### src/hw/orx_consts.svh
// orx_consts.svh: constants for the or / return / rotate-left execution unit
// assumes it is included by bare name from the package and the design file
//
// Overview of operation
// RULE_01: or immediate into working register, zero flag only
// RULE_02: or working register into memory byte, zero only
// RULE_03: subroutine exit reloads pc from stack top
// RULE_04: literal exit reloads pc and loads working register
// RULE_05: interrupt exit reloads pc, sets interrupt enable
// RULE_06: pending interrupt serviced before resuming main program
// RULE_07: rotate memory byte left in place, no flags
// RULE_08: rotated memory byte goes to working register only
// RULE_09: zero flag set when eight-bit result is zero
`ifndef ORX_CONSTS_SVH
`define ORX_CONSTS_SVH

// ----------------------------------------------------------------
// widths and reset values
// ----------------------------------------------------------------
`define ORX_DATA_W 8
`define ORX_PC_W 12
`define ORX_ADDR_W 8
`define ORX_STACK_DEPTH 4
`define ORX_SP_W 2
`define ORX_RESET_PC 12'h000
`define ORX_RESET_WREG 8'h00
`define ORX_INT_VECTOR 12'h004

`endif

### src/hw/orx_pkg.sv
// orx_pkg.sv: types of the or / return / rotate-left execution unit
// assumes orx_consts.svh is on the include path
`include "orx_consts.svh"

package orx_pkg;

    // ----------------------------------------------------------------
    // operation selector given with each executed instruction
    // ----------------------------------------------------------------
    typedef enum logic [3:0] {
        ORX_OP_NONE = 4'h0,
        ORX_OP_OR_IMM = 4'h1,
        ORX_OP_OR_MEM = 4'h2,
        ORX_OP_EXIT = 4'h3,
        ORX_OP_EXIT_LIT = 4'h4,
        ORX_OP_INT_EXIT = 4'h5,
        ORX_OP_ROT_MEM = 4'h6,
        ORX_OP_ROT_WREG = 4'h7,
        ORX_OP_CALL = 4'h8
    } orx_op_t;

    // ----------------------------------------------------------------
    // sequencer states, one-hot
    // ----------------------------------------------------------------
    typedef enum logic [1:0] {
        ORX_ST_RUN = 2'b01,
        ORX_ST_ENTER = 2'b10
    } orx_state_t;

endpackage

### src/hw/orx_exec.sv
// orx_exec.sv: execution of or, subroutine/interrupt exit and rotate left
// assumes one instruction per i_valid pulse; memory byte is presented on
// i_mem_rdata for the addressed location in the same cycle
`include "orx_consts.svh"
`timescale 1ns/1ps
`default_nettype none

module orx_exec (
    input wire logic i_sys_clk,
    input wire logic i_reset,
    input wire logic i_valid,
    input wire logic [3:0] i_op,
    input wire logic [`ORX_DATA_W-1:0] i_literal,
    input wire logic [`ORX_DATA_W-1:0] i_mem_rdata,
    input wire logic [`ORX_ADDR_W-1:0] i_mem_addr,
    input wire logic [`ORX_PC_W-1:0] i_call_target,
    input wire logic i_int_pending,
    output logic [`ORX_PC_W-1:0] o_pc,
    output logic [`ORX_DATA_W-1:0] o_working_register,
    output logic o_zero_flag,
    output logic o_master_interrupt_enable,
    output logic o_mem_we,
    output logic [`ORX_ADDR_W-1:0] o_mem_addr,
    output logic [`ORX_DATA_W-1:0] o_mem_wdata,
    output logic o_int_taken
);

    // ----------------------------------------------------------------
    // helpers
    // ----------------------------------------------------------------
    // left rotate with bit 7 wrapping into bit 0
    function automatic logic [`ORX_DATA_W-1:0] rot_left(
        input logic [`ORX_DATA_W-1:0] v);
        rot_left = {v[`ORX_DATA_W-2:0], v[`ORX_DATA_W-1]};
    endfunction

    // zero detect on an eight-bit result
    function automatic logic is_zero(input logic [`ORX_DATA_W-1:0] v);
        is_zero = (v == 8'h00);
    endfunction

    // ----------------------------------------------------------------
    // decode
    // ----------------------------------------------------------------
    orx_pkg::orx_op_t op; // decoded operation
    orx_pkg::orx_state_t state_reg; // sequencer state
    logic run; // an instruction executes this cycle
    logic is_exit; // any of the three exits
    logic [`ORX_DATA_W-1:0] or_imm; // or with literal
    logic [`ORX_DATA_W-1:0] or_mem; // or with memory byte
    logic [`ORX_DATA_W-1:0] rot; // rotated memory byte
    logic [`ORX_DATA_W-1:0] wreg_reg; // working register
    logic [`ORX_PC_W-1:0] pc_reg; // program counter
    logic mie_reg; // master interrupt enable
    logic [`ORX_PC_W-1:0] stack_reg [`ORX_STACK_DEPTH]; // return stack
    logic [`ORX_SP_W-1:0] sp_reg; // next free stack slot
    logic [`ORX_SP_W-1:0] top; // index of stack top

    assign op = orx_pkg::orx_op_t'(i_op);
    assign run = i_valid && (state_reg == orx_pkg::ORX_ST_RUN);
    assign is_exit = (op == orx_pkg::ORX_OP_EXIT) ||
        (op == orx_pkg::ORX_OP_EXIT_LIT) || (op == orx_pkg::ORX_OP_INT_EXIT);
    assign or_imm = wreg_reg | i_literal;
    assign or_mem = wreg_reg | i_mem_rdata;
    assign rot = rot_left(i_mem_rdata);
    assign top = sp_reg - 2'b01;

    // ----------------------------------------------------------------
    // sequencer: pending interrupt after interrupt exit is entered
    // ----------------------------------------------------------------
    always_ff @(posedge i_sys_clk) begin
        if (i_reset) begin
            state_reg <= orx_pkg::ORX_ST_RUN;
        end else begin
            unique case (state_reg)
                orx_pkg::ORX_ST_RUN: begin
                    // re-enabled and a request waits: take it first
                    if (run && op == orx_pkg::ORX_OP_INT_EXIT &&
                        i_int_pending) begin // [RULE_06]
                        state_reg <= orx_pkg::ORX_ST_ENTER;
                    end
                end
                orx_pkg::ORX_ST_ENTER: begin
                    state_reg <= orx_pkg::ORX_ST_RUN;
                end
            endcase
        end
    end

    // ----------------------------------------------------------------
    // program counter and return stack
    // ----------------------------------------------------------------
    always_ff @(posedge i_sys_clk) begin
        if (i_reset) begin
            pc_reg <= `ORX_RESET_PC;
            sp_reg <= '0;
            for (int i = 0; i < `ORX_STACK_DEPTH; i++) begin
                stack_reg[i] <= `ORX_RESET_PC;
            end
        end else if (state_reg == orx_pkg::ORX_ST_ENTER) begin
            // push the restored address, jump to the service vector
            stack_reg[sp_reg] <= pc_reg; // [RULE_06]
            sp_reg <= sp_reg + 2'b01;
            pc_reg <= `ORX_INT_VECTOR;
        end else if (run && is_exit) begin
            // all exits pop the stack top into pc
            pc_reg <= stack_reg[top]; // [RULE_03] [RULE_04] [RULE_05]
            sp_reg <= top;
        end else if (run && op == orx_pkg::ORX_OP_CALL) begin
            // call pushes the return address
            stack_reg[sp_reg] <= pc_reg + 12'h001;
            sp_reg <= sp_reg + 2'b01;
            pc_reg <= i_call_target;
        end else if (run && op != orx_pkg::ORX_OP_NONE) begin
            pc_reg <= pc_reg + 12'h001;
        end
    end

    // ----------------------------------------------------------------
    // working register and zero flag
    // ----------------------------------------------------------------
    always_ff @(posedge i_sys_clk) begin
        if (i_reset) begin
            wreg_reg <= `ORX_RESET_WREG;
            o_zero_flag <= 1'b0;
        end else if (run) begin
            unique case (op)
                orx_pkg::ORX_OP_OR_IMM: begin
                    wreg_reg <= or_imm; // [RULE_01]
                    o_zero_flag <= is_zero(or_imm); // [RULE_09]
                end
                orx_pkg::ORX_OP_OR_MEM: begin
                    o_zero_flag <= is_zero(or_mem); // [RULE_02] [RULE_09]
                end
                orx_pkg::ORX_OP_EXIT_LIT: begin
                    wreg_reg <= i_literal; // [RULE_04]
                end
                orx_pkg::ORX_OP_ROT_WREG: begin
                    wreg_reg <= rot; // [RULE_08]
                end
                default: begin
                    // other operations leave register and flag alone
                end
            endcase
        end
    end
    assign o_working_register = wreg_reg;

    // ----------------------------------------------------------------
    // master interrupt enable
    // ----------------------------------------------------------------
    always_ff @(posedge i_sys_clk) begin
        if (i_reset) begin
            mie_reg <= 1'b0;
        end else if (state_reg == orx_pkg::ORX_ST_ENTER) begin
            mie_reg <= 1'b0; // entering service masks further requests
        end else if (run && op == orx_pkg::ORX_OP_INT_EXIT) begin
            mie_reg <= 1'b1; // [RULE_05]
        end
    end

    // ----------------------------------------------------------------
    // memory write port and interrupt entry pulse
    // ----------------------------------------------------------------
    always_ff @(posedge i_sys_clk) begin
        if (i_reset) begin
            o_mem_we <= 1'b0;
            o_mem_addr <= '0;
            o_mem_wdata <= '0;
            o_int_taken <= 1'b0;
        end else begin
            o_mem_addr <= i_mem_addr;
            o_int_taken <= (state_reg == orx_pkg::ORX_ST_ENTER);
            if (run && op == orx_pkg::ORX_OP_OR_MEM) begin
                o_mem_we <= 1'b1;
                o_mem_wdata <= or_mem; // [RULE_02]
            end else if (run && op == orx_pkg::ORX_OP_ROT_MEM) begin
                o_mem_we <= 1'b1;
                o_mem_wdata <= rot; // [RULE_07]
            end else begin
                o_mem_we <= 1'b0; // rotate to working leaves memory [RULE_08]
            end
        end
    end

    assign o_pc = pc_reg;
    assign o_master_interrupt_enable = mie_reg;

    // ----------------------------------------------------------------
    // assertions
    // ----------------------------------------------------------------
    a_or_imm_result: assert property (@(posedge i_sys_clk) disable iff (i_reset) // [RULE_01]
        run && op == orx_pkg::ORX_OP_OR_IMM |=>
        o_working_register == ($past(wreg_reg) | $past(i_literal)))
        else $error("or immediate result wrong");
    a_or_mem_write: assert property (@(posedge i_sys_clk) disable iff (i_reset) // [RULE_02]
        run && op == orx_pkg::ORX_OP_OR_MEM |=> o_mem_we &&
        o_mem_wdata == ($past(wreg_reg) | $past(i_mem_rdata)))
        else $error("or into memory write wrong");
    a_exit_pops_pc: assert property (@(posedge i_sys_clk) disable iff (i_reset) // [RULE_03]
        run && op == orx_pkg::ORX_OP_EXIT |=>
        o_pc == $past(stack_reg[top]) && $stable(o_zero_flag))
        else $error("subroutine exit pc wrong");
    a_exit_literal: assert property (@(posedge i_sys_clk) disable iff (i_reset) // [RULE_04]
        run && op == orx_pkg::ORX_OP_EXIT_LIT |=>
        o_working_register == $past(i_literal) && $stable(o_zero_flag))
        else $error("literal exit did not load working register");
    a_int_exit_mie: assert property (@(posedge i_sys_clk) disable iff (i_reset) // [RULE_05]
        run && op == orx_pkg::ORX_OP_INT_EXIT && !i_int_pending |=>
        o_master_interrupt_enable)
        else $error("interrupt exit did not enable interrupts");
    a_pending_entry: assert property (@(posedge i_sys_clk) disable iff (i_reset) // [RULE_06]
        run && op == orx_pkg::ORX_OP_INT_EXIT && i_int_pending |=>
        ##1 o_int_taken && o_pc == `ORX_INT_VECTOR)
        else $error("pending interrupt not entered");
    a_rot_in_place: assert property (@(posedge i_sys_clk) disable iff (i_reset) // [RULE_07]
        run && op == orx_pkg::ORX_OP_ROT_MEM |=> o_mem_we &&
        o_mem_wdata == rot_left($past(i_mem_rdata)) && $stable(o_zero_flag))
        else $error("rotate in place wrong");
    a_rot_to_wreg: assert property (@(posedge i_sys_clk) disable iff (i_reset) // [RULE_08]
        run && op == orx_pkg::ORX_OP_ROT_WREG |=> !o_mem_we &&
        o_working_register == rot_left($past(i_mem_rdata)))
        else $error("rotate to working register wrong");
    a_zero_flag: assert property (@(posedge i_sys_clk) disable iff (i_reset) // [RULE_09]
        run && op == orx_pkg::ORX_OP_OR_IMM |=>
        o_zero_flag == (o_working_register == 8'h00))
        else $error("zero flag wrong");

    c_or_mem_zero: cover property (@(posedge i_sys_clk)
        run && op == orx_pkg::ORX_OP_OR_MEM && or_mem == 8'h00);
    c_int_exit_pending: cover property (@(posedge i_sys_clk)
        run && op == orx_pkg::ORX_OP_INT_EXIT && i_int_pending);
    c_rot_wrap: cover property (@(posedge i_sys_clk)
        run && op == orx_pkg::ORX_OP_ROT_MEM && i_mem_rdata[7]);

endmodule

`default_nettype wire

### config.mk
export PLATFORM = sky130hd
export DESIGN_NAME = orx_exec
export DESIGN_NICKNAME = d
export VERILOG_FILES = /design/src/hw/orx_pkg.sv /design/src/hw/orx_exec.sv
export VERILOG_INCLUDE_DIRS = /design/src /design/src/hw
export SDC_FILE = /design/constraint.sdc
export NUM_CORES = 1
export LEC_CHECK = 0
export BUFFER_PORTS_ARGS = -buffer_cell sky130_fd_sc_hd__buf_2
export CAP_MARGIN = 20
export CORE_ASPECT_RATIO = 0.75
export CORE_UTILIZATION = 35
export CTS_CLUSTER_SIZE = 40
export DETAILED_ROUTE_END_ITERATION = 8
export PLACE_DENSITY_LB_ADDON = 0.2
export RECOVER_POWER = 25
export SYNTH_ARGS = -nofsm -noshare
export SYNTH_HDL_FRONTEND = slang
export SYNTH_SLANG_ARGS = --single-unit
### constraint.sdc
create_clock -name i_sys_clk -period 2.3 [get_ports i_sys_clk]
set_input_delay 0.23 -clock i_sys_clk [delete_from_list [all_inputs] [get_ports i_sys_clk]]
set_output_delay 0.23 -clock i_sys_clk [all_outputs]
set_load 0.02 [all_outputs]
* Word level (Yosys, flattened, before mapping)
Memory sizes are Yosys's and may differ from the RTL's.
Cells that the tools add are included.
** Storage, ports and cells
- Register bits after elaboration :: 44
- Word-level logic and storage cells :: 81
- Output and inout bits :: 40
- Input port bits :: 44
- Memories kept :: 1
- RAM bits :: 48
** Memories
- stack_reg :: words 4, width 12, read ports 1, clocked after memory_dff 0, write ports 4, RTL line orx_exec.sv:55 : logic [`ORX_PC_W-1:0] stack_reg [`ORX_STACK_DEPTH];
** Operators by class
- Muxes and demuxes :: 29
- Eq/ne operators :: 11
- $add $sub $neg :: 3
- Bitwise operators :: 3
- Reductions and logical operators :: 23
** Operators by type and width (count)
- two-way mux 12 bit :: 5
- one-hot mux 8 bit (3 select lines) :: 1
- equality test 4 x 3 -> 1 bit, second input constant :: 4
- logical NOT 8 bit :: 2
- two-way mux 8 bit :: 2
- OR 8 bit :: 2
- two-way mux 1 bit :: 13
- adder 12 x 1 -> 12 bit, second input constant :: 1
- OR reduction 12 bit :: 1
- two-way mux 2 bit :: 5
- nonzero test 3 bit :: 3
- equality test 4 x 2 -> 1 bit, second input constant :: 2
- logical AND 1 bit :: 8
- nonzero test 4 bit :: 2
- equality test 4 x 1 -> 1 bit, second input constant :: 1
- equality test 4 bit, second input constant :: 1
- one-hot mux 2 bit (2 select lines) :: 1
- AND reduction 2 bit :: 2
- nonzero test 2 bit :: 2
- two-way mux 3 bit :: 1
- adder 2 x 1 -> 2 bit, second input constant :: 1
- equality test 2 x 1 -> 1 bit, second input constant :: 1
- equality test 2 bit, second input constant :: 1
- logical OR 1 bit :: 2
- 5 further kinds :: 5

* Logic depth before layout (Yosys ltp)
Gate-level depths: netlist (run 1).
- Word-level depth :: 11
- Depth in mapped cells :: 8
- Gate-level depth less buffers :: 6

* Worst setup path after synthesis (run 1)
OpenSTA, ideal clock, no wires.
- Path type :: input to register
- Start point :: in i_op[0]
- End point :: mem stack_reg[1][0] (netlist bit) (enable)
- Required time :: 1941 ps
- Slack :: 123 ps
- Setup time :: 359 ps
- Path buffers :: 3
- Arrival time :: 1818 ps
- Cell stages on the path :: 7
- Cells stage by stage :: buf_6 or4b_4 buf_6 o21ai_4 nand2b_1 clkbuf_1 nand2b_1
** RTL lines
- start, declared :: RTL line orx_exec.sv:12 : input wire logic [3:0] i_op,
- end, declared :: RTL line orx_exec.sv:55

==> flow_summary.ini, run 1 <==
[status]
status = finished, final reports clean

[power]
peakVddDrop_uv = 389.7
cellLeakagePower_nw = 2.059
p_per_area_nw_per_um2 = 679.4
fin_total_pwr_mw = 3.711

[synth]
yosys.area.top_type_share_pct = 31.54
yosys_register_bits = 92
synth_nets = 497
synth_xor_area_share_pct = 2.300
yosys_warnings = 0
synth_edf_count = 48
ys.flop_type = edfxtp_1
synth_common_cells = nor2_1 (87), edfxtp_1 (48), dfxtp_1 (44)
synth_area_leader_cell = edfxtp_1
synthSimpleGateAreaFrac_pct = 21.17
synth.distinct_cells = 55
synth_top_family_by_area = simple AND/OR/NAND/NOR gates
synthMuxAreaShare_pct = 8.105
synthCells = 452
synth_adder_area_share_pct = 0.2738
avgSynthCellArea_um2 = 10.11
yosysMostFrequentCell = nor2_1
synthTopCellsByArea = edfxtp_1 (32%), dfxtp_1 (19%), nor2_1 (7.1%)
synthArstFlopShare_pct = 0
ys_seq_area_share_pct = 50.82
syn_area_um2 = 4569
synth_compound_area_share_pct = 13.14

[floorplanning]
rows = 35
initial_utilization_pct = 36.61
die_w_um = 133.9
core_um2 = 12480
die-height_um = 101.0
die_area_um2 = 13520
io-pin-count = 84

[clock_network]
clock_path_buffers = 2
cts_resized = 0
path_clk_slew_ns = 0.06
holdBufCountCts = 0
clkSinkCount = 92
cts_max_level = 3
clock-root-buffer = clkbuf_16
post-cts-setup-buffers = 0
cts_tree = built
cts_made_buffers = 9
insertion_delay_ns = 0.34

[sta]
tns_ns = 0
worstMarginPinSlew_ns = 1.100
fmax_ghz = 0.4770
finClkSkew_ns = 0.007729
drv_slew = 0
maxSlewHeadroom_pct = 26.65
setup_viol = 0
finalCriticalPeriod_ns = 2.097
period_share_pct = 91.16
rsz0062_at_grt = false
finalHoldViolCount = 0

[finish]
n_fill_cell = 1230
largest_reg_flops = 48
antenna_cells = 0
final_util_pct = 43.77
syn_to_final_growth_pct = 19.55
nNetsFinal = 585
layout-drive-gt1-share_pct = 20.00
fin_cells = 711

[setup_path]
crit_fanout = 5
arrival_ns = 2.17
critical_path_class = register to register
end_kind = register
critPathLaunchType = register
worstPathRequired_ns = 2.38

[detailed_routing]
drtAntennaViolNets = 0
drc = 0
post_drt_via_cell_ratio = 5.271
vias = 3748
wl_mm = 12.30
drt_pass1_iterations = 4
drt_iter0_drc = 311
wire_per_inst_um = 17.30

[flow_run]
max_cap_viol_count = 0

[placed_design]
place_congestion = 0.8595
dp.cells = 695
place_hpwl_mm = 9.266
port_buffers = 83

[global_route]
grt_pass1_vias = 3534
antenna_found_initial = 0
gr-total-overflow = 0
grt_first_pass_wirelength_mm = 19.47
gr-usage-all-layers_pct = 19.22
grt_max_degree = 25

[hold_path]
min-delay-path-class = input pin to register
## kinds of logic after synthesis
logic type	Yosys count
adders and majority gates	1
and+or+nand+nor	194
DFF	92
muxes	22
AOI/OAI and AO/OA	91
buffers and inverters	40
xor gates and xnor gates	12
## critical path: stages, from the launching register on
cell and delay [ns]:
dfxtp_1 0.34, ha_1 0.24, nand3_1 0.14, or3_1 0.42, a21o_1 0.19, a21oi_1 0.40, nor2_1 0.10
## layer usage
layer | vias to the layer above | share of wire (%) | track usage (%)
met5 | - | 0 | 0
met4 | 0 | 1.2 | 6.031
met3 | 10 | 5.0 | 3.620
met2 | 99 | 41 | 26.82
met1 | 1826 | 52 | 29.44
li1 | 1813 | - | -
## layout make-up
class | instances | area (µm²) | share of cell area [%]
Clock buffer | 13 | 250.2 | 4.581
Inverter | 6 | 22.52 | 0.4123
Sequential cell | 92 | 2322 | 42.51
Clock inverter | 3 | 16.27 | 0.2978
Timing Repair Buffer | 111 | 588.1 | 10.77
Multi-Input combinational cell | 320 | 2056 | 37.63
Tap cell | 166 | 207.7 | 3.802
## final timing paths
kind | startpoint | to | slack (ns) | depth (start not counted)
setup reg to reg | o_pc[0]$_SDFFE_PP0P_ | stack_reg[1][8]$_SDFFCE_PN0P_ | 0.20 | 6
setup / recovery | o_pc[0]$_SDFFE_PP0P_ | stack_reg[1][8]$_SDFFCE_PN0P_ | 0.20 | 6
hold / removal | i_mem_addr[6] | o_mem_addr[6]$_SDFF_PP0_ | 0.1 | 2
hold reg to reg | o_mem_wdata[1]$_SDFFE_PP0P_ | o_mem_wdata[1]$_SDFFE_PP0P_ | 0.46 | 2
## where the power goes
group	leakage, nW	total, mW	internal, mW	switching (mW)
clock	0.127	1.35	0.758	0.591
sequential	0.855	1.85	1.79	0.0537
combinational	1.08	0.516	0.208	0.308
total	2.06	3.71	2.76	0.952
## stage by stage
stage	hold slack, ns	instance area, µm²	setup slack [ns]
3_5_place_dp	0.4444	5246	0.2267
6_report	0.09743	5463	0.2034
3_3_place_gp	0.4323	5246	0.2706
2_1_floorplan	0.3582	4569	0.1228
5_1_grt	0.1102	5463	0.04116
4_1_cts	0.08594	5513	0.2243
## layout by cell type, fill, tap and decap left out, types with 7 or more instances in the layout
| master | n |
|---|---|
| nor2_1 | 87 |
| edfxtp_1 | 48 |
| buf_2 | 46 |
| dfxtp_1 | 44 |
| clkbuf_1 | 41 |
| nand2_1 | 28 |
| a21oi_1 | 26 |
| buf_4 | 26 |
| o21ai_0 | 21 |
| nor3_1 | 13 |
| nor2b_1 | 13 |
| mux4_2 | 12 |
| nand2b_1 | 11 |
| mux2i_1 | 10 |
| nand3_1 | 9 |
| clkbuf_16 | 9 |
| nor4_1 | 8 |
| a22oi_1 | 8 |
| a2bb2oi_1 | 8 |
| xnor2_1 | 7 |
(Power assumes the default switching activity.)
==> inputs of run 2 (changes only) <==
--- a/config.mk
+++ b/config.mk
@@ -9,7 +9,7 @@
 export BUFFER_PORTS_ARGS = -buffer_cell sky130_fd_sc_hd__buf_2
 export CAP_MARGIN = 20
 export CORE_ASPECT_RATIO = 0.75
-export CORE_UTILIZATION = 35
+export CORE_UTILIZATION = 46
 export CTS_CLUSTER_SIZE = 40
 export DETAILED_ROUTE_END_ITERATION = 8
 export PLACE_DENSITY_LB_ADDON = 0.2
==> run 2 against run 1 <==
  * Power rose by 4.7%
  * Critical path type unchanged
  * Worst setup slack improved by 0.083 ns
  * Hold slack got worse by 0.0024 ns
  * Sequential cell count did not move
==> flow_summary.ini, run 2 (synthesis results as in run 1) <==
[setup_path]
cpMaxStageDelayCell = or3_1
crit_chain = ha_1, nand3_1, or3_1, a21o_1, a21oi_1, buf_4, nor2_1
end_kind = register
critical_path_class = register to register
cp-startpoint = o_pc[0]$_SDFFE_PP0P_
worstPathRequired_ns = 2.36
r2r_start = o_pc[0]$_SDFFE_PP0P_
crit_fanout = 5
arrival_ns = 2.08
critPathLaunchType = register
cpPeakStageDelay_ns = 0.44

[flow_run]
max_cap_viol_count = 0

[clock_network]
path_clk_slew_ns = 0.07
clock_path_buffers = 2
holdBufCountCts = 0
insertion_delay_ns = 0.34
clock-root-buffer = clkbuf_16
cts_resized = 0
cts_tree = built
cts_max_level = 3
clkSinkCount = 92
cts_made_buffers = 9
post-cts-setup-buffers = 0

[power]
p_int_mw = 2.903
power_frac_seq_pct = 47.8
switchingPower_mw = 0.9821
peakVddDrop_uv = 334.5
cellLeakagePower_nw = 2.085
pwr-share-comb_pct = 12.9
p_sw_share_pct = 25.28
clkPwrFrac_pct = 39.3
p_per_area_nw_per_um2 = 711.6

[hold_path]
hold_start = i_mem_addr[5]
min-delay-path-class = input pin to register

[sta]
finalHoldViolCount = 0
fmax_ghz = 0.4965
finClkSkew_ns = 0.008274
drv_slew = 0
period_share_pct = 87.56
maxSlewHeadroom_pct = 36.21
setup_viol = 0
tns_ns = 0
finalCriticalPeriod_ns = 2.014
rsz0062_at_grt = false
holdWs_ns = 0.09501
worstMarginPinSlew_ns = 0.9568
fin_ws_ns = 0.2861

[detailed_routing]
drt_pass1_iterations = 5
post_drt_via_cell_ratio = 5.613
wl_mm = 11.93
drc = 0
wire_per_inst_um = 17.63
drt_iter0_drc = 438
vias = 3800
drtAntennaViolNets = 0

[status]
status = finished, final reports clean

[global_route]
grt_max_degree = 23
grt_first_pass_wirelength_mm = 17.86
grt_pass1_vias = 3285
gr-total-overflow = 0
antenna_found_initial = 0
gr-usage-all-layers_pct = 23.81

[placed_design]
port_buffers = 83
dpl_worst_slack_ns = 0.2305
place_hpwl_mm = 8.817
place_congestion = 0.8859

[finish]
layout-drive-gt1-share_pct = 20.37
syn_to_final_growth_pct = 19.47
largest_reg_flops = 48
antenna_cells = 0
nNetsFinal = 585
final_cell_mix = nor2_1 (87), edfxtp_1 (48), buf_2 (46), dfxtp_1 (44), clkbuf_1 (39)
final_common_cell = nor2_1

[floorplanning]
die_area_um2 = 10340
initial_utilization_pct = 47.31
die_w_um = 117.1
core_um2 = 9658
io-pin-count = 84
rows = 31
die-height_um = 88.32
-- run 2: cell count changes in the layout (fill, tap and decap cells not counted), sizes merged --
cell / change
bufinv: +1
inv: +2
clkinv: +1
clkinvlp: -1
clkbuf: -2
buf: -1
-- run 2: layout make-up --
class                           instances  area [µm²]
Multi-Input combinational cell        320        2056
Clock inverter                          6       58.81
Timing Repair Buffer                  111       584.3
Sequential cell                        92        2322
Clock buffer                           10       250.2
Tap cell                              132       165.2
Fill cell                             834        4199
Inverter                                6       22.52
-- run 2: power groups by stage --
stage               registers, mW  clock network, mW  logic [mW]
floorplan                    1.90                  0       0.305
global placement             1.88                  0       0.499
detailed placement           1.89                  0       0.504
CTS                          1.85               1.54       0.508
global route                 1.86               1.61       0.544
finish                       1.86               1.53       0.502
-- run 2: final timing paths --
check,to,slack [ns],cells past startpoint
max,stack_reg[3][8]$_DFFE_PP_,0.29,7
min,o_mem_addr[5]$_SDFF_PP0_,0.1,2
max reg2reg,stack_reg[3][8]$_DFFE_PP_,0.29,7
min reg2reg,o_mem_wdata[5]$_SDFFE_PP0P_,0.45,2
-- run 2: layer usage --
layer	wire length [µm]	track usage (%)
met1	5796	35.62
met3	769	4.863
met4	234	7.710
met2	5134	34.37
met5	0	0
-- run 2: stage by stage --
stage | instance area [µm²] | util (%) | cells | total power, mW
floorplan | 4569 | - | 452 | 2.208
global placement | 5204 | 53.88 | 661 | 2.383
detailed placement | 5204 | 53.88 | 661 | 2.392
CTS | 5513 | 57.08 | 677 | 3.906
global route | 5459 | 56.52 | 677 | 4.020
finish | 5459 | 56.52 | 677 | 3.885
-- run 2: critical path, delay by kind of cell (launching register included) --
kind                     cells  cell delay, ns
adder cells (fa/ha/maj)      1            0.24
buffers and inverters        1            0.17
flip-flops                   1            0.34
AND/OR/NAND/NOR              3            0.61
AO/OA/AOI/OAI                2            0.37
==> inputs of run 3 (changes only) <==
--- a/config.mk
+++ b/config.mk
@@ -13,7 +13,6 @@
 export CTS_CLUSTER_SIZE = 40
 export DETAILED_ROUTE_END_ITERATION = 8
 export PLACE_DENSITY_LB_ADDON = 0.2
-export RECOVER_POWER = 25
 export SYNTH_ARGS = -nofsm -noshare
 export SYNTH_HDL_FRONTEND = slang
 export SYNTH_SLANG_ARGS = --single-unit
==> run 3 against run 2 <==
  * Utilization up 0.56 points
  * Final area up 0.99%
  * First-iteration DRC count down 2.3%
  * Sequential share of layout area down 0.42 points
  * Hold slack worse by 0.00060 ns
  * Clock skew up 0.00087 ns
  * Clock power about the same
  * Clock-buffer cell count unchanged
  * Worst setup slack worse by 0.021 ns
  * Sequential cell count unchanged
  * Largest power group unchanged
==> flow_summary.ini, run 3 (synthesis results as in run 1) <==
[status]
status = finished, final reports clean

[finish]
layout-drive-gt1-share_pct = 27.52
final_common_cell = nor2_1
antenna_cells = 0
nNetsFinal = 585
final_cell_mix = nor2_1 (87), buf_2 (83), edfxtp_1 (48), dfxtp_1 (44), nand2_1 (28)
fin_cells = 677
syn_to_final_growth_pct = 20.65
largest_reg_flops = 48
stdcell_area_um2 = 5513

[detailed_routing]
vias = 3811
post_drt_via_cell_ratio = 5.629
drc = 0
wl_met3_um = 961
top_layer = met4
drt_iter0_drc = 428
wl_mm = 11.88
drtAntennaViolNets = 0
wl_met2_mm = 5.193
drt_pass1_iterations = 5
drt-met1-wl_mm = 5.511
wire_per_inst_um = 17.55

[sta]
maxSlewHeadroom_pct = 54.61
drv_slew = 0
fin_ws_ns = 0.2648
finalHoldViolCount = 0
finClkSkew_ns = 0.009140
fmax_ghz = 0.4914
setup_viol = 0
finalCriticalPeriod_ns = 2.035
rsz0062_at_grt = false
worstMarginPinSlew_ns = 0.6795
period_share_pct = 88.49
tns_ns = 0

[setup_path]
arrival_ns = 2.10
end_kind = register
crit_fanout = 5
crit_chain = ha_1, nand3_1, nor3_1, o21ai_0, a21boi_0, nor2_1
critical_path_class = register to register
critPathLaunchType = register
worst-path-buf-inv = 0
cp_top_family = compound AO/OA/AOI/OAI gates
worstPathRequired_ns = 2.37
cpMaxStageDelayCell = a21boi_0
cpPeakStageDelay_ns = 0.55

[power]
cellLeakagePower_nw = 2.244
p_per_area_nw_per_um2 = 705.7
fin_total_pwr_mw = 3.890
pwr-share-comb_pct = 13.1
p_int_mw = 2.912
p_sw_share_pct = 25.15
clkPwrFrac_pct = 39.2
peakVddDrop_uv = 335.5
switchingPower_mw = 0.9784
power_frac_seq_pct = 47.7

[global_route]
antenna_found_initial = 0
gr-total-overflow = 0
grt_max_degree = 23
gr-usage-all-layers_pct = 23.81
grt_pass1_vias = 3285
grt_first_pass_wirelength_mm = 17.86

[floorplanning]
core_um2 = 9658
die_w_um = 117.1
die_area_um2 = 10340
die-height_um = 88.32
initial_utilization_pct = 47.31
rows = 31
io-pin-count = 84

[placed_design]
dp.cells = 661
place_area_um2 = 5204
port_buffers = 83
dpl_worst_slack_ns = 0.2305
place_congestion = 0.8859
place_hpwl_mm = 8.817

[clock_network]
cts_max_level = 3
insertion_delay_ns = 0.34
cts_tree = built
post-cts-setup-buffers = 0
clock_path_buffers = 2
clkSinkCount = 92
cts_made_buffers = 9
path_clk_slew_ns = 0.07
cts_resized = 0
holdBufCountCts = 0
clock-root-buffer = clkbuf_16

[hold_path]
min-delay-path-class = input pin to register

[flow_run]
max_cap_viol_count = 0
==> run 3: cell types whose count changed in the layout (fill, tap and decap cells not counted), sizes merged <==
| cell | previous run | this run |
|---|---|---|
| buf | 72 | 111 |
| clkbuf | 49 | 10 |
==> run 3: power groups by stage <==
stage / clock [mW] / combinational, mW / sequential [mW]
6_report: 1.52 / 0.511 / 1.86
5_1_grt: 1.61 / 0.553 / 1.86
4_1_cts: 1.54 / 0.508 / 1.85
3_5_place_dp: 0 / 0.504 / 1.89
3_3_place_gp: 0 / 0.499 / 1.88
2_1_floorplan: 0 / 0.305 / 1.90
==> run 3: worst paths after layout <==
path                          startpoint                              to  slack, ns  cells past startpoint
min reg2reg  o_mem_wdata[5]$_SDFFE_PP0P_     o_mem_wdata[5]$_SDFFE_PP0P_       0.45                      2
max reg2reg         o_pc[0]$_SDFFE_PP0P_  stack_reg[1][10]$_SDFFCE_PN0P_       0.26                      6
max                 o_pc[0]$_SDFFE_PP0P_  stack_reg[1][10]$_SDFFCE_PN0P_       0.26                      6
min                        i_mem_addr[5]        o_mem_addr[5]$_SDFF_PP0_       0.09                      2
==> run 3: per-layer routing <==
| metal | track usage (%) | up-vias |
|---|---|---|
| met3 | 4.863 | 21 |
| met1 | 35.62 | 1803 |
| met5 | 0 | - |
| li1 | - | 1799 |
| met2 | 34.37 | 188 |
| met4 | 7.710 | 0 |
==> run 3: stage by stage <==
| step | hold WS [ns] | utilization [%] |
|---|---|---|
| 2_1_floorplan | 0.3582 | - |
| 3_3_place_gp | 0.4299 | 53.88 |
| 3_5_place_dp | 0.4429 | 53.88 |
| 4_1_cts | 0.08825 | 57.08 |
| 5_1_grt | 0.09265 | 57.08 |
| 6_report | 0.09441 | 57.08 |
==> run 3: area by class of cell <==
cell class                      instances  area [µm²]
Fill cell                             816        4145
Sequential cell                        92        2322
Multi-Input combinational cell        320        2056
Timing Repair Buffer                  111       638.1
Clock buffer                           10       250.2
Tap cell                              132       165.2
Clock inverter                          6       58.81
Inverter                                6       22.52
